===== src/verilog/epp_cycle_pkg.sv =====
// Constants shared by the enhanced parallel port cycle engine.
// Assumes a 250 MHz pclk and an APB master with 32-bit data.

package epp_cycle_pkg;

   // ----------------------------------------------------------------
   // Register indices; byte address is four times the index
   // ----------------------------------------------------------------
   localparam logic [3:0] IDX_DATA = 4'h0;
   localparam logic [3:0] IDX_STATUS = 4'h1;
   localparam logic [3:0] IDX_CONTROL = 4'h2;
   localparam logic [3:0] IDX_EPP_ADDR = 4'h3;
   localparam logic [3:0] IDX_EPP_DATA_FIRST = 4'h4;
   localparam logic [3:0] IDX_EPP_DATA_LAST = 4'h7;
   localparam logic [3:0] IDX_MODE = 4'h8;

   // ----------------------------------------------------------------
   // Field positions
   // ----------------------------------------------------------------
   localparam int STAT_TMOUT = 0;
   localparam int CTRL_STROBE = 0;
   localparam int CTRL_AUTOFD = 1;
   localparam int CTRL_INIT = 2;
   localparam int CTRL_SLCTIN = 3;
   localparam int CTRL_IRQE = 4;
   localparam int CTRL_PCD = 5;

   // ----------------------------------------------------------------
   // Port modes and reset values
   // ----------------------------------------------------------------
   localparam logic [1:0] MODE_SPP = 2'h0;
   localparam logic [1:0] MODE_BIDIR = 2'h1;
   localparam logic [1:0] MODE_EPP19 = 2'h2;
   localparam logic [1:0] MODE_EPP17 = 2'h3;
   localparam logic [1:0] MODE_RESET = 2'h0;
   localparam logic [7:0] DATA_RESET = 8'h00;
   localparam logic [5:0] CTRL_RESET = 6'h00;
   localparam logic [7:0] EPP_REG_RESET = 8'h00;
   localparam logic [7:0] ABORT_READ_BYTE = 8'hFF;

   // ----------------------------------------------------------------
   // Timing
   // ----------------------------------------------------------------
   localparam int CLK_PERIOD_PS = 4000;
   localparam int TIMEOUT_NS = 10000;
   localparam int TIMEOUT_CYCLES = (TIMEOUT_NS * 1000) / CLK_PERIOD_PS;
   localparam logic [11:0] TIMEOUT_LAST = 12'(TIMEOUT_CYCLES - 1);

endpackage


===== src/verilog/epp_input_sync.sv =====
// Two-stage synchroniser for the parallel port input pins.
// Assumes the pins change with no relation to pclk.

`timescale 1ns/1ps

module epp_input_sync #(
   parameter int WIDTH = 13
) (
   input wire logic pclk,
   input wire logic presetn,
   input wire logic [WIDTH-1:0] async_in,
   output logic [WIDTH-1:0] sync_out
);

   typedef struct packed {
      logic [WIDTH-1:0] stage1;
      logic [WIDTH-1:0] stage2;
   } sync_state_type;

   sync_state_type state;
   sync_state_type next_state;

   // Stage one feeds stage two only; nothing else reads it
   always_comb begin
      next_state = state;
      next_state.stage1 = async_in;
      next_state.stage2 = state.stage1;
   end

   always_ff @(posedge pclk or negedge presetn) begin
      if (!presetn) begin
         state <= '0;
      end else begin
         state <= next_state;
      end
   end

   assign sync_out = state.stage2;

endmodule


===== src/verilog/epp_cycle_engine.sv =====
// Enhanced parallel port cycle engine with APB register access.
// Turns APB accesses at the enhanced address and data ports into
// interlocked byte handshakes, stalling pready until they finish.
// Assumes the bench resolves the byte bus from its output enable.

`timescale 1ns/1ps

module epp_cycle_engine (
   input wire logic pclk,
   input wire logic presetn,
   input wire logic [5:0] paddr,
   input wire logic psel,
   input wire logic penable,
   input wire logic pwrite,
   input wire logic [31:0] pwdata,
   output logic [31:0] prdata,
   output logic pready,
   output logic pslverr,
   input wire logic [7:0] port_byte_bus_in,
   output logic [7:0] port_byte_bus_out,
   output logic port_byte_bus_oe,
   output logic transfer_direction_n,
   output logic data_phase_strobe_n,
   output logic address_phase_strobe_n,
   output logic init_n,
   input wire logic peripheral_hold_n,
   input wire logic peripheral_interrupt,
   input wire logic error_n,
   input wire logic select,
   input wire logic paper_end,
   output logic parallel_irq
);

   // ----------------------------------------------------------------
   // State
   // ----------------------------------------------------------------
   typedef enum logic [2:0] {
      ST_IDLE,
      ST_WAIT_LOW,
      ST_SETUP,
      ST_STROBE,
      ST_FINISH
   } phase_type;

   typedef struct packed {
      phase_type phase;
      logic [7:0] data_reg;
      logic [5:0] ctrl;
      logic [1:0] mode;
      logic tmout;
      logic [7:0] epp_addr;
      logic [7:0] epp_data;
      logic cycle_addr;
      logic cycle_write;
      logic cycle_drive;
      logic [11:0] count;
      logic [7:0] cycle_byte;
      logic [31:0] prdata;
      logic pready;
      logic pslverr;
      logic [7:0] bus_out;
      logic bus_oe;
      logic dir_n;
      logic dstb_n;
      logic astb_n;
      logic init_n;
      logic irq;
   } engine_state_type;

   engine_state_type state;
   engine_state_type next_state;

   // ----------------------------------------------------------------
   // Pin synchronisers
   // ----------------------------------------------------------------
   logic [12:0] pins_sync;
   logic [7:0] bus_sync;
   logic hold_sync;
   logic intr_sync;
   logic error_sync;
   logic select_sync;
   logic paper_sync;

   epp_input_sync #(
      .WIDTH(13)
   ) u_sync (
      .pclk(pclk),
      .presetn(presetn),
      .async_in({paper_end, select, error_n, peripheral_interrupt,
                 peripheral_hold_n, port_byte_bus_in}),
      .sync_out(pins_sync)
   );

   assign bus_sync = pins_sync[7:0];
   assign hold_sync = pins_sync[8];
   assign intr_sync = pins_sync[9];
   assign error_sync = pins_sync[10];
   assign select_sync = pins_sync[11];
   assign paper_sync = pins_sync[12];

   // ----------------------------------------------------------------
   // Next-state logic
   // ----------------------------------------------------------------
   always_comb begin
      logic access;
      logic done_write;
      logic [3:0] idx;
      logic aligned;
      logic epp_mode;
      logic epp_port;
      logic port_direction_bit;
      logic strobe_bit;
      logic tmout_set;
      logic tmout_clear;
      logic expired;
      logic [7:0] read_byte;
      logic unmapped;

      next_state = state;
      access = psel & penable & ~state.pready;
      done_write = psel & penable & state.pready & pwrite;
      idx = paddr[5:2];
      aligned = (paddr[1:0] == 2'h0);
      epp_mode = (state.mode == epp_cycle_pkg::MODE_EPP19) |
                 (state.mode == epp_cycle_pkg::MODE_EPP17);
      epp_port = aligned & (idx >= epp_cycle_pkg::IDX_EPP_ADDR) &
                 (idx <= epp_cycle_pkg::IDX_EPP_DATA_LAST);
      port_direction_bit = state.ctrl[epp_cycle_pkg::CTRL_PCD];
      strobe_bit = state.ctrl[epp_cycle_pkg::CTRL_STROBE];
      tmout_set = 1'b0;
      tmout_clear = 1'b0;
      expired = (state.count == epp_cycle_pkg::TIMEOUT_LAST);
      read_byte = 8'h00;
      unmapped = 1'b0;
      next_state.pready = 1'b0;
      next_state.pslverr = 1'b0;

      // Read value of the plain registers
      if (!aligned) begin
         unmapped = 1'b1;
      end else begin
         case (idx)
            epp_cycle_pkg::IDX_DATA: begin
               if (state.mode != epp_cycle_pkg::MODE_SPP && port_direction_bit) begin
                  read_byte = bus_sync;
               end else begin
                  read_byte = state.data_reg;
               end
            end
            epp_cycle_pkg::IDX_STATUS: begin
               read_byte = {~hold_sync, intr_sync, paper_sync, select_sync,
                            error_sync, 2'h0, state.tmout};
            end
            epp_cycle_pkg::IDX_CONTROL: begin
               read_byte = {2'h0, state.ctrl};
            end
            epp_cycle_pkg::IDX_EPP_ADDR: begin
               read_byte = state.epp_addr;
            end
            epp_cycle_pkg::IDX_MODE: begin
               read_byte = {6'h00, state.mode};
            end
            default: begin
               if (epp_port) begin
                  read_byte = state.epp_data;
               end else begin
                  unmapped = 1'b1;
               end
            end
         endcase
      end

      // Plain register writes take effect at the completing edge
      if (done_write && aligned) begin
         case (idx)
            epp_cycle_pkg::IDX_DATA: begin
               next_state.data_reg = pwdata[7:0];
            end
            epp_cycle_pkg::IDX_STATUS: begin
               tmout_clear = pwdata[epp_cycle_pkg::STAT_TMOUT];
            end
            epp_cycle_pkg::IDX_CONTROL: begin
               next_state.ctrl = pwdata[5:0];
            end
            epp_cycle_pkg::IDX_MODE: begin
               next_state.mode = pwdata[1:0];
            end
            default: begin
            end
         endcase
      end

      // ----------------------------------------------------------------
      // Cycle sequencer
      // ----------------------------------------------------------------
      case (state.phase)
         ST_IDLE: begin
            if (access && epp_mode && epp_port) begin
               next_state.cycle_addr = (idx == epp_cycle_pkg::IDX_EPP_ADDR);
               next_state.cycle_write = pwrite;
               next_state.cycle_byte = pwdata[7:0];
               // Timeout window opens at the taking edge
               next_state.count = 12'h000;
               if (state.mode == epp_cycle_pkg::MODE_EPP19) begin
                  // Set direction bit cannot drive: write degrades to a read
                  next_state.cycle_drive = pwrite & ~port_direction_bit;
                  if (hold_sync) begin
                     next_state.phase = ST_WAIT_LOW;
                  end else begin
                     next_state.phase = ST_SETUP;
                  end
               end else begin
                  next_state.cycle_drive = ~port_direction_bit;
                  next_state.phase = ST_STROBE;
               end
            end else if (access) begin
               next_state.pready = 1'b1;
               next_state.pslverr = unmapped;
               next_state.prdata = {24'h000000, read_byte};
            end
         end
         ST_WAIT_LOW: begin
            next_state.count = state.count + 12'h001;
            if (expired) begin
               tmout_set = 1'b1;
               // Aborted before any strobe; a read still answers all ones
               if (!state.cycle_write) begin
                  next_state.cycle_byte = epp_cycle_pkg::ABORT_READ_BYTE;
               end
               next_state.phase = ST_FINISH;
            end else if (!hold_sync) begin
               next_state.phase = ST_SETUP;
            end
         end
         ST_SETUP: begin
            // Bus and direction settle one cycle ahead of the strobe
            next_state.count = state.count + 12'h001;
            next_state.phase = ST_STROBE;
         end
         ST_STROBE: begin
            next_state.count = state.count + 12'h001;
            if (expired) begin
               tmout_set = 1'b1;
               if (!state.cycle_write) begin
                  next_state.cycle_byte = epp_cycle_pkg::ABORT_READ_BYTE;
               end
               next_state.phase = ST_FINISH;
            end else if (hold_sync) begin
               // Host stays stalled until the peripheral releases hold
               if (!state.cycle_write) begin
                  next_state.cycle_byte = bus_sync;
               end
               next_state.phase = ST_FINISH;
            end
         end
         ST_FINISH: begin
            // Strobe already dropped; now release the host
            next_state.pready = 1'b1;
            next_state.prdata = {24'h000000, state.cycle_byte};
            // Aborted writes still store the host byte
            if (state.cycle_write && state.cycle_addr) begin
               next_state.epp_addr = state.cycle_byte;
            end else if (state.cycle_write) begin
               next_state.epp_data = state.cycle_byte;
            end
            next_state.phase = ST_IDLE;
         end
         default: begin
            next_state.phase = ST_IDLE;
         end
      endcase

      // A timeout in the clearing cycle still sticks
      next_state.tmout = (state.tmout & ~tmout_clear) | tmout_set;

      // ----------------------------------------------------------------
      // Pin outputs, registered from the next phase
      // ----------------------------------------------------------------
      next_state.init_n = next_state.ctrl[epp_cycle_pkg::CTRL_INIT];
      // Pins keep their idle levels while waiting for hold to fall
      if (next_state.phase == ST_IDLE) begin
         next_state.bus_out = next_state.data_reg;
         next_state.bus_oe = (next_state.mode == epp_cycle_pkg::MODE_SPP) |
                             ~next_state.ctrl[epp_cycle_pkg::CTRL_PCD];
         next_state.dir_n = ~next_state.ctrl[epp_cycle_pkg::CTRL_STROBE];
         next_state.dstb_n = ~next_state.ctrl[epp_cycle_pkg::CTRL_AUTOFD];
         next_state.astb_n = ~next_state.ctrl[epp_cycle_pkg::CTRL_SLCTIN];
      end else if (next_state.phase != ST_WAIT_LOW) begin
         // Only direction and bus enable may be overridden by the control port strobe bit
         next_state.bus_out = next_state.cycle_byte;
         next_state.bus_oe = next_state.cycle_drive | strobe_bit;
         next_state.dir_n = ~(next_state.cycle_drive | strobe_bit);
         next_state.dstb_n = ~((next_state.phase == ST_STROBE) &
                               ~next_state.cycle_addr);
         next_state.astb_n = ~((next_state.phase == ST_STROBE) &
                               next_state.cycle_addr);
      end

      // Interrupt passes through at its own polarity
      next_state.irq = state.ctrl[epp_cycle_pkg::CTRL_IRQE] & intr_sync;
   end

   // ----------------------------------------------------------------
   // State register
   // ----------------------------------------------------------------
   always_ff @(posedge pclk or negedge presetn) begin
      if (!presetn) begin
         // Pins rest as in standard mode with the control port clear
         state <= '0;
         state.phase <= ST_IDLE;
         state.data_reg <= epp_cycle_pkg::DATA_RESET;
         state.ctrl <= epp_cycle_pkg::CTRL_RESET;
         state.mode <= epp_cycle_pkg::MODE_RESET;
         state.epp_addr <= epp_cycle_pkg::EPP_REG_RESET;
         state.epp_data <= epp_cycle_pkg::EPP_REG_RESET;
         state.bus_oe <= 1'b1;
         state.dir_n <= 1'b1;
         state.dstb_n <= 1'b1;
         state.astb_n <= 1'b1;
      end else begin
         state <= next_state;
      end
   end

   // ----------------------------------------------------------------
   // Outputs
   // ----------------------------------------------------------------
   assign prdata = state.prdata;
   assign pready = state.pready;
   assign pslverr = state.pslverr;
   assign port_byte_bus_out = state.bus_out;
   assign port_byte_bus_oe = state.bus_oe;
   assign transfer_direction_n = state.dir_n;
   assign data_phase_strobe_n = state.dstb_n;
   assign address_phase_strobe_n = state.astb_n;
   assign init_n = state.init_n;
   assign parallel_irq = state.irq;

endmodule


===== config.mk =====
export PLATFORM = sky130hd
export DESIGN_NAME = epp_cycle_engine
export DESIGN_NICKNAME = d
export VERILOG_FILES = /design/src/verilog/epp_cycle_pkg.sv /design/src/verilog/epp_input_sync.sv /design/src/verilog/epp_cycle_engine.sv
export SDC_FILE = /design/constraint.sdc
export NUM_CORES = 1
export LEC_CHECK = 0
export ABC_AREA = 1
export BUFFER_PORTS_ARGS = -buffer_cell sky130_fd_sc_hd__buf_2
export CAP_MARGIN = 20
export CORE_ASPECT_RATIO = 0.9
export CORE_MARGIN = 4
export CORE_UTILIZATION = 23
export CTS_BUF_LIST = sky130_fd_sc_hd__clkbuf_8
export DETAILED_ROUTE_END_ITERATION = 10
export PLACE_DENSITY_LB_ADDON = 0.12
export SETUP_SLACK_MARGIN = 0.2
export SLEW_MARGIN = 25
export SYNTH_ARGS = -nofsm -noshare
export SYNTH_HDL_FRONTEND = slang
export SYNTH_SLANG_ARGS = --single-unit

===== constraint.sdc =====
create_clock -name pclk -period 1.6 [get_ports pclk]
set_input_delay 0.24 -clock pclk [delete_from_list [all_inputs] [get_ports pclk]]
set_output_delay 0.24 -clock pclk [all_outputs]
set_load 0.005 [all_outputs]

After elaboration in Yosys (flattened, before gate mapping)
Cells that the tools add are included.

word-level totals
  input port bits = 56
  output and inout bits = 48
  register bits = 133
  logic and storage cells = 134

operators by class
  equality and inequality tests = 16
  add/subtract/negate cells = 1
  muxes and demuxes = 39
  bitwise logic cells = 28
  reductions and logical operators = 23
  order comparisons = 2

operators with widths
  operator                                              count
  two-way mux 8 bit                                     9
  two-way mux 34 bit                                    2
  one-hot mux 33 bit (2 select lines)                   1
  one-hot mux 8 bit (5 select lines)                    1
  two-way mux 12 bit                                    2
  one-hot mux 12 bit (2 select lines)                   1
  one-hot mux 8 bit (3 select lines)                    1
  two-way mux 23 bit                                    1
  two-way mux 3 bit                                     6
  two-way mux 16 bit                                    1
  inverter 1 bit                                        13
  adder 12 x 1 -> 12 bit (second input constant)        1
  equality test 12 bit (second input constant)          1
  one-hot mux 3 bit (4 select lines)                    1
  AND 1 bit                                             11
  equality test 3 x 2 -> 1 bit (second input constant)  3
  two-way mux 1 bit                                     9
  equality test 4 x 2 -> 1 bit (second input constant)  2
  AND reduction 2 bit                                   4
  nonzero test 2 bit                                    4
  logical NOT 3 bit                                     2
  two-way mux 2 bit                                     3
  two-way mux 6 bit                                     1
  != test 2 bit (second input constant)                 3
  16 further kinds                                      26

Depth between registers and ports, before layout
Gate-level depths: netlist of run 1.

  depth after elaboration = 11
  gate-level depth with buffers = 12
  gate-level depth less buffers = 11

Hierarchy
From an unflattened synthesis of run 1, not the netlist that was laid out.

second synthesis, totals
  cells, all modules = 690
  area, all modules = 5465.2 um2

by module, submodules not included
  module            cells an instance  instances  area each (um2)  seq. area each (um2)
  epp_cycle_engine  664                1          4814.6           2057.0
  epp_input_sync    26                 1          650.6            650.6

Worst setup path after synthesis of run 1
Ideal clock, no wire load.

  kind = register -> register
  start = register state[56] (netlist bit)
  end = register state (netlist bit port_byte_bus_out[0])
  arrival time = 1406 ps
  setup time = 124 ps
  slack = 70 ps
  stages on the path, launching flop included = 11
  period minus slack after synthesis = 1530 ps
  path buffers = 0
  data required time = 1476 ps
  cells stage by stage = dfrtp_1 -> ha_1 -> inv_1 -> nor2_1 -> nand3_1 -> nand3_1 -> nand2_1 -> nor2_2 -> nand2_1 -> nand2_1 -> nand3_1

on the way
  word-level cells in the longest chain between the ends = 5
  elaborated cells between the ends (all ways) = 12
  classes of those cells = eq/ne (2); mux (8); reduce/logical (2)

ends and longest elaborated chain
  item                                                                                      line                     text
  start: declaration                                                                        epp_cycle_engine.sv:70   engine_state_type state;
  start signal: assignment                                                                  epp_cycle_engine.sv:321  state <= next_state;
  equality test 12 bit (*)                                                                  epp_cycle_engine.sv:132  expired = (state.count == epp_cycle_pkg::TIMEOUT_LAST);
  two-way mux 3 bit, or another cell as far along                                           epp_cycle_engine.sv:242  if (expired) begin
  one-hot mux 3 bit (4 select lines) or one-hot mux 8 bit (3 select lines) (tied branches)  epp_cycle_engine.sv:196  case (state.phase)
  != test 3 x 1 -> 1 bit, or another cell as far along                                      epp_cycle_engine.sv:288  end else if (next_state.phase != ST_WAIT_LOW) begin
  nonzero test 2 bit (no source line) or two-way mux 12 bit (tied branches)                 --

Mark *: on every way between the ends. The rest lies on a longest branch, timed or not. The select of a mux whose other input is x is not followed.
A chain may end at the register's enable or synchronous reset.

Final worst setup path of run 1
  start = register state[56] (netlist bit)
  end = register state (netlist bit port_byte_bus_out[5])

Same word-level chain as after synthesis.

==> summary.md, run 1 <==
| Metric | Value |
|---|---|
| Status | finished with violations |
| Failing checks | negative setup slack |
| Setup_tns | -1.00 ns |
| DRC | 0 |
| Die area | 26500 um2 |
| Seq/Total Area, Yosys | 49.2% |
| Clock sinks | 108 |
| Hold Vio Cnt, Final | 0 |
| Top achievable clock speed | 594 MHz |
| Post-DR vias/cell | 4.33 |
| Fin worst setup slack | -0.0844 ns |
| Reg power frac | 35.6% |
| Reg2reg path depth | 10 |
| Flops & latches, synth | 108 |
| Crit Path Class | flop to flop |
| Minimum hold slack | 0.0944 ns |
| Vias in the first global route | 5081 |
| Warnings, synthesis | 0 |
| Gp weighted congestion | 0.839 |
| Synth cell types | 40 |
| Power, Total | 10200 uW |
| Iter 0 DRT Violations | 257 |
| Post-synth design cell area | 5500 um2 |
| Drt total wl | 18.0 mm |
| Root Buffer | clkbuf_8 |
| Area grow syn2layout | 42.8% |
| Crit path arrival time | 1.98 ns |
| Skew final | 0.0175 ns |
| First-pass GRT wire length | 28.3 mm |
| Minimum clock period | 1.68 ns |
| P_leak | 0.00392 uW |
| Antenna viol nets, final | 0 |
| Grt ovf | 0 |
| DR WL/cell | 15.5 um |
| P_sw | 4210 uW |
| Cells after synthesis | 686 |
| Layout cells sized above 1 | 42.4% |
| CTS tree | built |
| CTS Buf Count | 9 |
| Die Ht | 155 um |
| Setup violators final | 29 |
| Placed insts | 1103 |
| GRT Total Usage | 13.7% |
| Crit path from | state[56] |
| Final Cycle Share | 105% |
| Clk_lat worst skew | 0.40 ns |
| Pin count of the biggest net entering global routing | 38 |
| CORE AREA | 23500 um2 |
| Diode count | 0 |
| Switching portion of total power | 41.2% |
| Average size of a mapped cell | 8.02 um2 |
| Initial antenna violation count | 0 |
| Clock Power Share | 16.1% |
| RSZ-0062 raised after global routing | true |
| Starting density of the core | 23.4% |
| Finished Layout Cells | 1160 |
| Setup crit end kind | flop |
| Fin nets | 910 |
| Worst r2r dst | port_byte_bus_out[5] |
| Required @ worst endpoint | 1.89 ns |
| Dpl cell area | 6610 um2 |
| Drt pass-1 iters | 5 |
| Type of origin of the critical path | flop |
| Worst min-delay path class | primary input to flop |
| Depth of the CTS H-tree | 3 |
| Die width | 171 um |
| Port buffer count | 55 |
| Worst Setup EP | port_byte_bus_out[5] |
| Logic pwr share | 48.3% |
| Final instance area | 7860 um2 |
| Slew Limit Fails | 0 |
| Reg2Reg Launch Point | state[56] |
| R2R Setup Slk | -0.08 ns |
| Clock Path Buffers | 2 |
| Vias post-DR | 5022 |
| P per Cell Area | 1300 nW/um2 |
| Internal power | 6010 uW |
| Clk slew on worst S/H paths | 0.12 ns |
| VDD IR max | 0.536 mV |
| Max Cap Viol | 0 |
| Boundary pin count | 104 |
| Maximum fanout along the worst path | 8 |
| Hold depth | 3 |
| Post-DP HPWL | 13.2 mm |
| Row count | 53 |
-- logic make-up after synthesis --
family | Yosys count | share of synthesized area, %
simple gates | 377 | 30.4
buf+inv | 114 | 11.4
flops | 108 | 49.2
compound gates | 83 | 8.39
fa+ha+maj | 1 | 0.227
other cells | 1 | 0.0681
xor+xnor | 1 | 0.159
mux | 1 | 0.182
-- per-layer routing --
metal  up-vias  track usage [%]  routed length, um
met4         0             3.43                212
met2       118             20.7               8140
met3        12             2.50                806
met1      2420             20.1               8860
met5         -                0                  0
li1       2472                -                  -
-- sequential cells by signal (all words and copies together) (netlist names) --
register                flops
state                      59
u_sync.next_state          13
u_sync.sync_out            13
port_byte_bus_out           8
prdata                      8
address_phase_strobe_n      1
data_phase_strobe_n         1
parallel_irq                1
port_byte_bus_oe            1
pready                      1
pslverr                     1
transfer_direction_n        1
-- power by group through the flow --
stage,clock network (uW),registers [uW],logic [uW]
3_3_place_gp,0,3630,3850
5_1_grt,1830,3700,5460
6_report,1640,3640,4940
4_1_cts,1730,3600,4390
3_5_place_dp,0,3640,3870
2_1_floorplan,0,3600,2290
-- Yosys cell counts (all sizes together) --
cell type | n | area [um2]
nand2 | 217 | 832
dfrtp | 104 | 2600
nor2 | 75 | 355
nand3 | 68 | 353
inv | 61 | 229
o21ai | 61 | 324
buf | 49 | 384
nand4 | 10 | 68.8
a21oi | 9 | 45.0
clkbuf | 4 | 15.0
dfstp | 4 | 105
o22ai | 4 | 25.0
or2 | 3 | 21.3
a31oi | 2 | 12.5
nand3b | 2 | 15.0
nor3 | 2 | 26.3
o211ai | 2 | 15.0
o21bai | 2 | 15.0
a211oi | 1 | 7.51
a22o | 1 | 8.76
conb | 1 | 3.75
ha | 1 | 12.5
mux2i | 1 | 10.0
o32ai | 1 | 8.76
xor2 | 1 | 8.76
-- critical path, cell delays in order, from the launching register on --
cell     delay, ns
dfrtp_1       0.41
ha_4          0.18
inv_4         0.04
nor2_4        0.10
nand3_4       0.10
nand3_2       0.09
nand2_2       0.06
nor2_4        0.25
nand2_4       0.16
nand2_1       0.10
nand3_1       0.07
-- placed cells by master, fill, tap and decap left out, drive strengths merged --
| cell type | instances |
|---|---|
| ha | 1 |
| a211oi | 1 |
| dlygate4sd3 | 14 |
| a22o | 1 |
| inv | 65 |
| o211ai | 2 |
| or2 | 3 |
| o22ai | 4 |
| clkinvlp | 2 |
| nor2 | 75 |
| dfstp | 4 |
| a31oi | 2 |
| mux2i | 1 |
| o21ai | 61 |
| xor2 | 1 |
| nand4 | 10 |
| nand3b | 2 |
| conb | 24 |
| clkinv | 1 |
| nor3 | 2 |
| a21oi | 9 |
| dfrtp | 104 |
| nand3 | 68 |
| o21bai | 2 |
| o32ai | 1 |
| nand2 | 217 |
| buf | 171 |
| clkbuf | 10 |
-- area by class of cell --
type	instances	area, um2
multi-input combinational	487	2870
sequential	108	2710
timing repair buffer	186	1490
clock buffer	9	124
fill	2481	15600
clock inverter	7	50.0
inverter	61	246
tap	302	378
-- timing repair --
| action | CTS | global route |
|---|---|---|
| hold buffers | 14 | 0 |
| endpoints found under the hold margin | 77 | 0 |
| setup buffers | 15 | 9 |
| resized for setup | 85 | 139 |
| gates cloned | 2 | 1 |
| pin swaps | 26 | 50 |
| endpoints found under the setup margin | 62 | 75 |
-- per-stage QoR --
stage,setup WS (ns),utilization [%]
after global routing,-0.197,33.5
after global placement,-0.138,28.2
after CTS,-0.0589,31.1
final,-0.0844,33.5
after detailed placement,-0.146,28.2
after floorplan,0.0818,-
-- how the worst min path moves through the flow --
stage / from / to
after floorplan: presetn / parallel_irq
after global placement: presetn / pslverr
after detailed placement: presetn / pslverr
after CTS: pwdata[2] / state[92]
after global routing: pwdata[1] / state[89]
final: pwdata[1] / state[89]
(Power assumes the default switching activity.)
==> run 2: changes to the inputs <==
Settings changed: CORE_ASPECT_RATIO 0.9 to 2.
==> run 2 against run 1 <==
The flow still finishes with violations (negative setup slack). Final area up 1.7%. Clock skew fell by 0.0058 ns. Die area up 0.56%. Global-route usage rose by 1.3 points. Sequential power hardly changed. Largest power group unchanged. Largest cell class unchanged.
==> summary.md, run 2 (synthesis results as in run 1) <==
| Metric | Value |
|---|---|
| Status | finished with violations |
| Clock Path Buffers | 2 (unchanged) |
| Crit path arrival time | 2.05 ns (+0.07 ns) |
| RSZ-0062 raised after global routing | true |
| Final Cycle Share | 106% (+0.34 points) |
| Final instance area | 7990 um2 (+1.7%) |
| Reg2Reg Launch Point | state[105] |
| Skew final | 0.0117 ns (-0.00583 ns) |
| Maximum fanout along the worst path | 8 (unchanged) |
| Reg power frac | 34.2% (-1.4 points) |
| Fill count | 2437 (-1.8%) |
| Metal2 WL | 11.3 mm (+39%) |
| Reg with most FFs | state |
| Clk slew on worst S/H paths | 0.11 ns (about the same) |
| Drt total wl | 19.8 mm (+9.7%) |
| P_leak | 0.00400 uW (+2.1%) |
| Antenna viol nets, final | 0 (unchanged) |
| Placed insts | 1087 (-1.5%) |
| Post-DP HPWL | 15.0 mm (+14%) |
| Vias in the first global route | 5244 (+3.2%) |
| Drt pass-1 iters | 4 (-1) |
| Switching portion of total power | 40.7% (-0.45 points) |
| Die width | 117 um (-31%) |
| Crit Path Class | flop to flop |
| Post-DR vias/cell | 4.46 (+3.0%) |
| CORE AREA | 23400 um2 (-0.21%) |
| Failing checks | negative setup slack |
| Logic pwr share | 49.0% (+0.7 points) |
| VDD IR max | 0.464 mV (-14%) |
| Depth of the CTS H-tree | 3 (unchanged) |
| Clk_lat worst skew | 0.42 ns (+0.02 ns) |
| Reg2reg path depth | 8 (-2) |
| CTS Buf Count | 9 (unchanged) |
| P_sw | 4340 uW (+3.0%) |
| Vias post-DR | 5105 (+1.7%) |
| Dpl cell area | 6620 um2 (+0.17%) |
| Required @ worst endpoint | 1.96 ns (+0.07 ns) |
| Diode count | 0 (unchanged) |
| Most common cell after layout, fill and taps aside | nand2_1 |
| Finished Layout Cells | 1145 (-1.3%) |
| P per Cell Area | 1330 nW/um2 (+2.4%) |
| Clock Power Share | 16.8% (+0.7 points) |
| DRC | 0 (unchanged) |
| Met1 WL | 6.72 mm (-24%) |
| Clock sinks | 108 (unchanged) |
| Iter 0 DRT Violations | 180 (-30%) |
| Pin count of the biggest net entering global routing | 55 (+45%) |
| Starting density of the core | 23.5% (+0.049 points) |
| Worst Setup EP | prdata[1] |
| Worst min-delay path class | primary input to flop |
| Crit path from | state[105] |
| Type of origin of the critical path | flop |
| Worst r2r dst | prdata[1] |
| Hold Vio Cnt, Final | 0 (unchanged) |
| Top achievable clock speed | 592 MHz (-0.33%) |
| CTS tree | built |
| Max Cap Viol | 0 (unchanged) |
| GRT Total Usage | 15.0% (+1.3 points) |
| Worst slack, placed | -0.178 ns (-0.0318 ns) |
| Slew Limit Fails | 0 (unchanged) |
| Root Buffer | clkbuf_8 |
| Setup violators final | 30 (+3.4%) |
| Die area | 26600 um2 (+0.56%) |
| Minimum clock period | 1.69 ns (+0.00550 ns) |
| Fin worst setup slack | -0.0899 ns (-0.00550 ns) |
| Internal power | 6310 uW (+4.9%) |
| Grt ovf | 0 (unchanged) |
| First-pass GRT wire length | 30.2 mm (+6.7%) |
| Area grow syn2layout | 45.2% |
| Highest Signal Layer | met4 |
| Die Ht | 227 um (+47%) |
| Boundary pin count | 104 (unchanged) |
| DR WL/cell | 17.3 um (+11%) |
| Metal3 WL | 613 um (-24%) |
| R2R Setup Slk | -0.09 ns (about the same) |
| Gp weighted congestion | 0.853 (+1.6%) |
| Port buffer count | 55 (unchanged) |
| Fin nets | 914 (+0.44%) |
| Initial antenna violation count | 0 (unchanged) |
| Commonest non-fill, non-tap cells in the layout | nand2_1, dfrtp_1, buf_4 |
| Max reg flops | 59 (unchanged) |
| Row count | 79 (+49%) |
| Setup crit end kind | flop |
| Layout cells sized above 1 | 43.3% (+0.85 points) |
==> run 2: changes by cell type in the layout (fill, tap and decap cells not counted), sizes merged <==
cell	delta
clkinvlp	-2
clkinv	+2
buf	+4
bufinv	+1
inv	-1
==> run 2: timing repair <==
item | 4_1_cts | 5_1_grt
endpoints found under the setup margin | 73 | 76
cloned | 1 | 2
gates resized for setup | 101 | 133
buffers inserted | 14 | 11
pin swaps | 20 | 27
hold endpoints to repair | 51 | 0
hold buffers | 14 | 0
==> run 2: how the worst min path moves through the flow <==
stage	depth (start not counted)	end	startpoint	slack (ns)
2_1_floorplan	0	parallel_irq	presetn	-0.06
3_3_place_gp	1	port_byte_bus_out[1]	presetn	0.13
3_5_place_dp	1	port_byte_bus_out[1]	presetn	0.14
4_1_cts	3	state[89]	pwdata[1]	0.09
5_1_grt	3	state[89]	pwdata[1]	0.12
6_report	3	state[89]	pwdata[1]	0.12
==> run 2: power groups by stage <==
| stage | clock (uW) | combinational [uW] | sequential [uW] |
|---|---|---|---|
| finish | 1790 | 5210 | 3640 |
| global route | 1980 | 5710 | 3710 |
| CTS | 1880 | 4720 | 3620 |
| detailed placement | 0 | 3940 | 3660 |
| global placement | 0 | 3890 | 3640 |
| floorplan | 0 | 2290 | 3600 |
==> run 2: through the flow <==
stage          util (%)  hold WS [ns]  setup TNS [ns]  total power [uW]
6_report           34.1         0.117           -1.49             10600
4_1_cts            31.6        0.0892           -1.35             10200
2_1_floorplan         -       -0.0556               0              5890
3_5_place_dp       28.3         0.138           -2.31              7600
3_3_place_gp       28.3         0.129           -1.92              7530
5_1_grt            34.1         0.117           -4.51             11400
==> run 2: area by class of cell <==
type	count	area, um2	share of cell area, %
clock buffers	9	124	1.55
clock inverters	7	73.8	0.924
flip-flops and latches	108	2710	33.9
well taps	283	354	4.43
multi-input cells	487	2930	36.7
repair buffers	190	1550	19.4
inverters	61	249	3.12
==> run 2: routing by layer <==
layer  GRT usage [%]  vias up
met5               0        -
met4            9.40        0
met3            2.67       36
met2            29.3      110
met1            14.2     2477
li1                -     2482
==> run 2: critical path, cell delays in order, from the launching register on <==
cell and delay, ns:
dfrtp_1 0.42, nor2_2 0.15, inv_2 0.07, nor2_4 0.19, nand2_4 0.10, or2_4 0.27, nor2_8 0.22, nand3_2 0.13
nand3_2 0.08
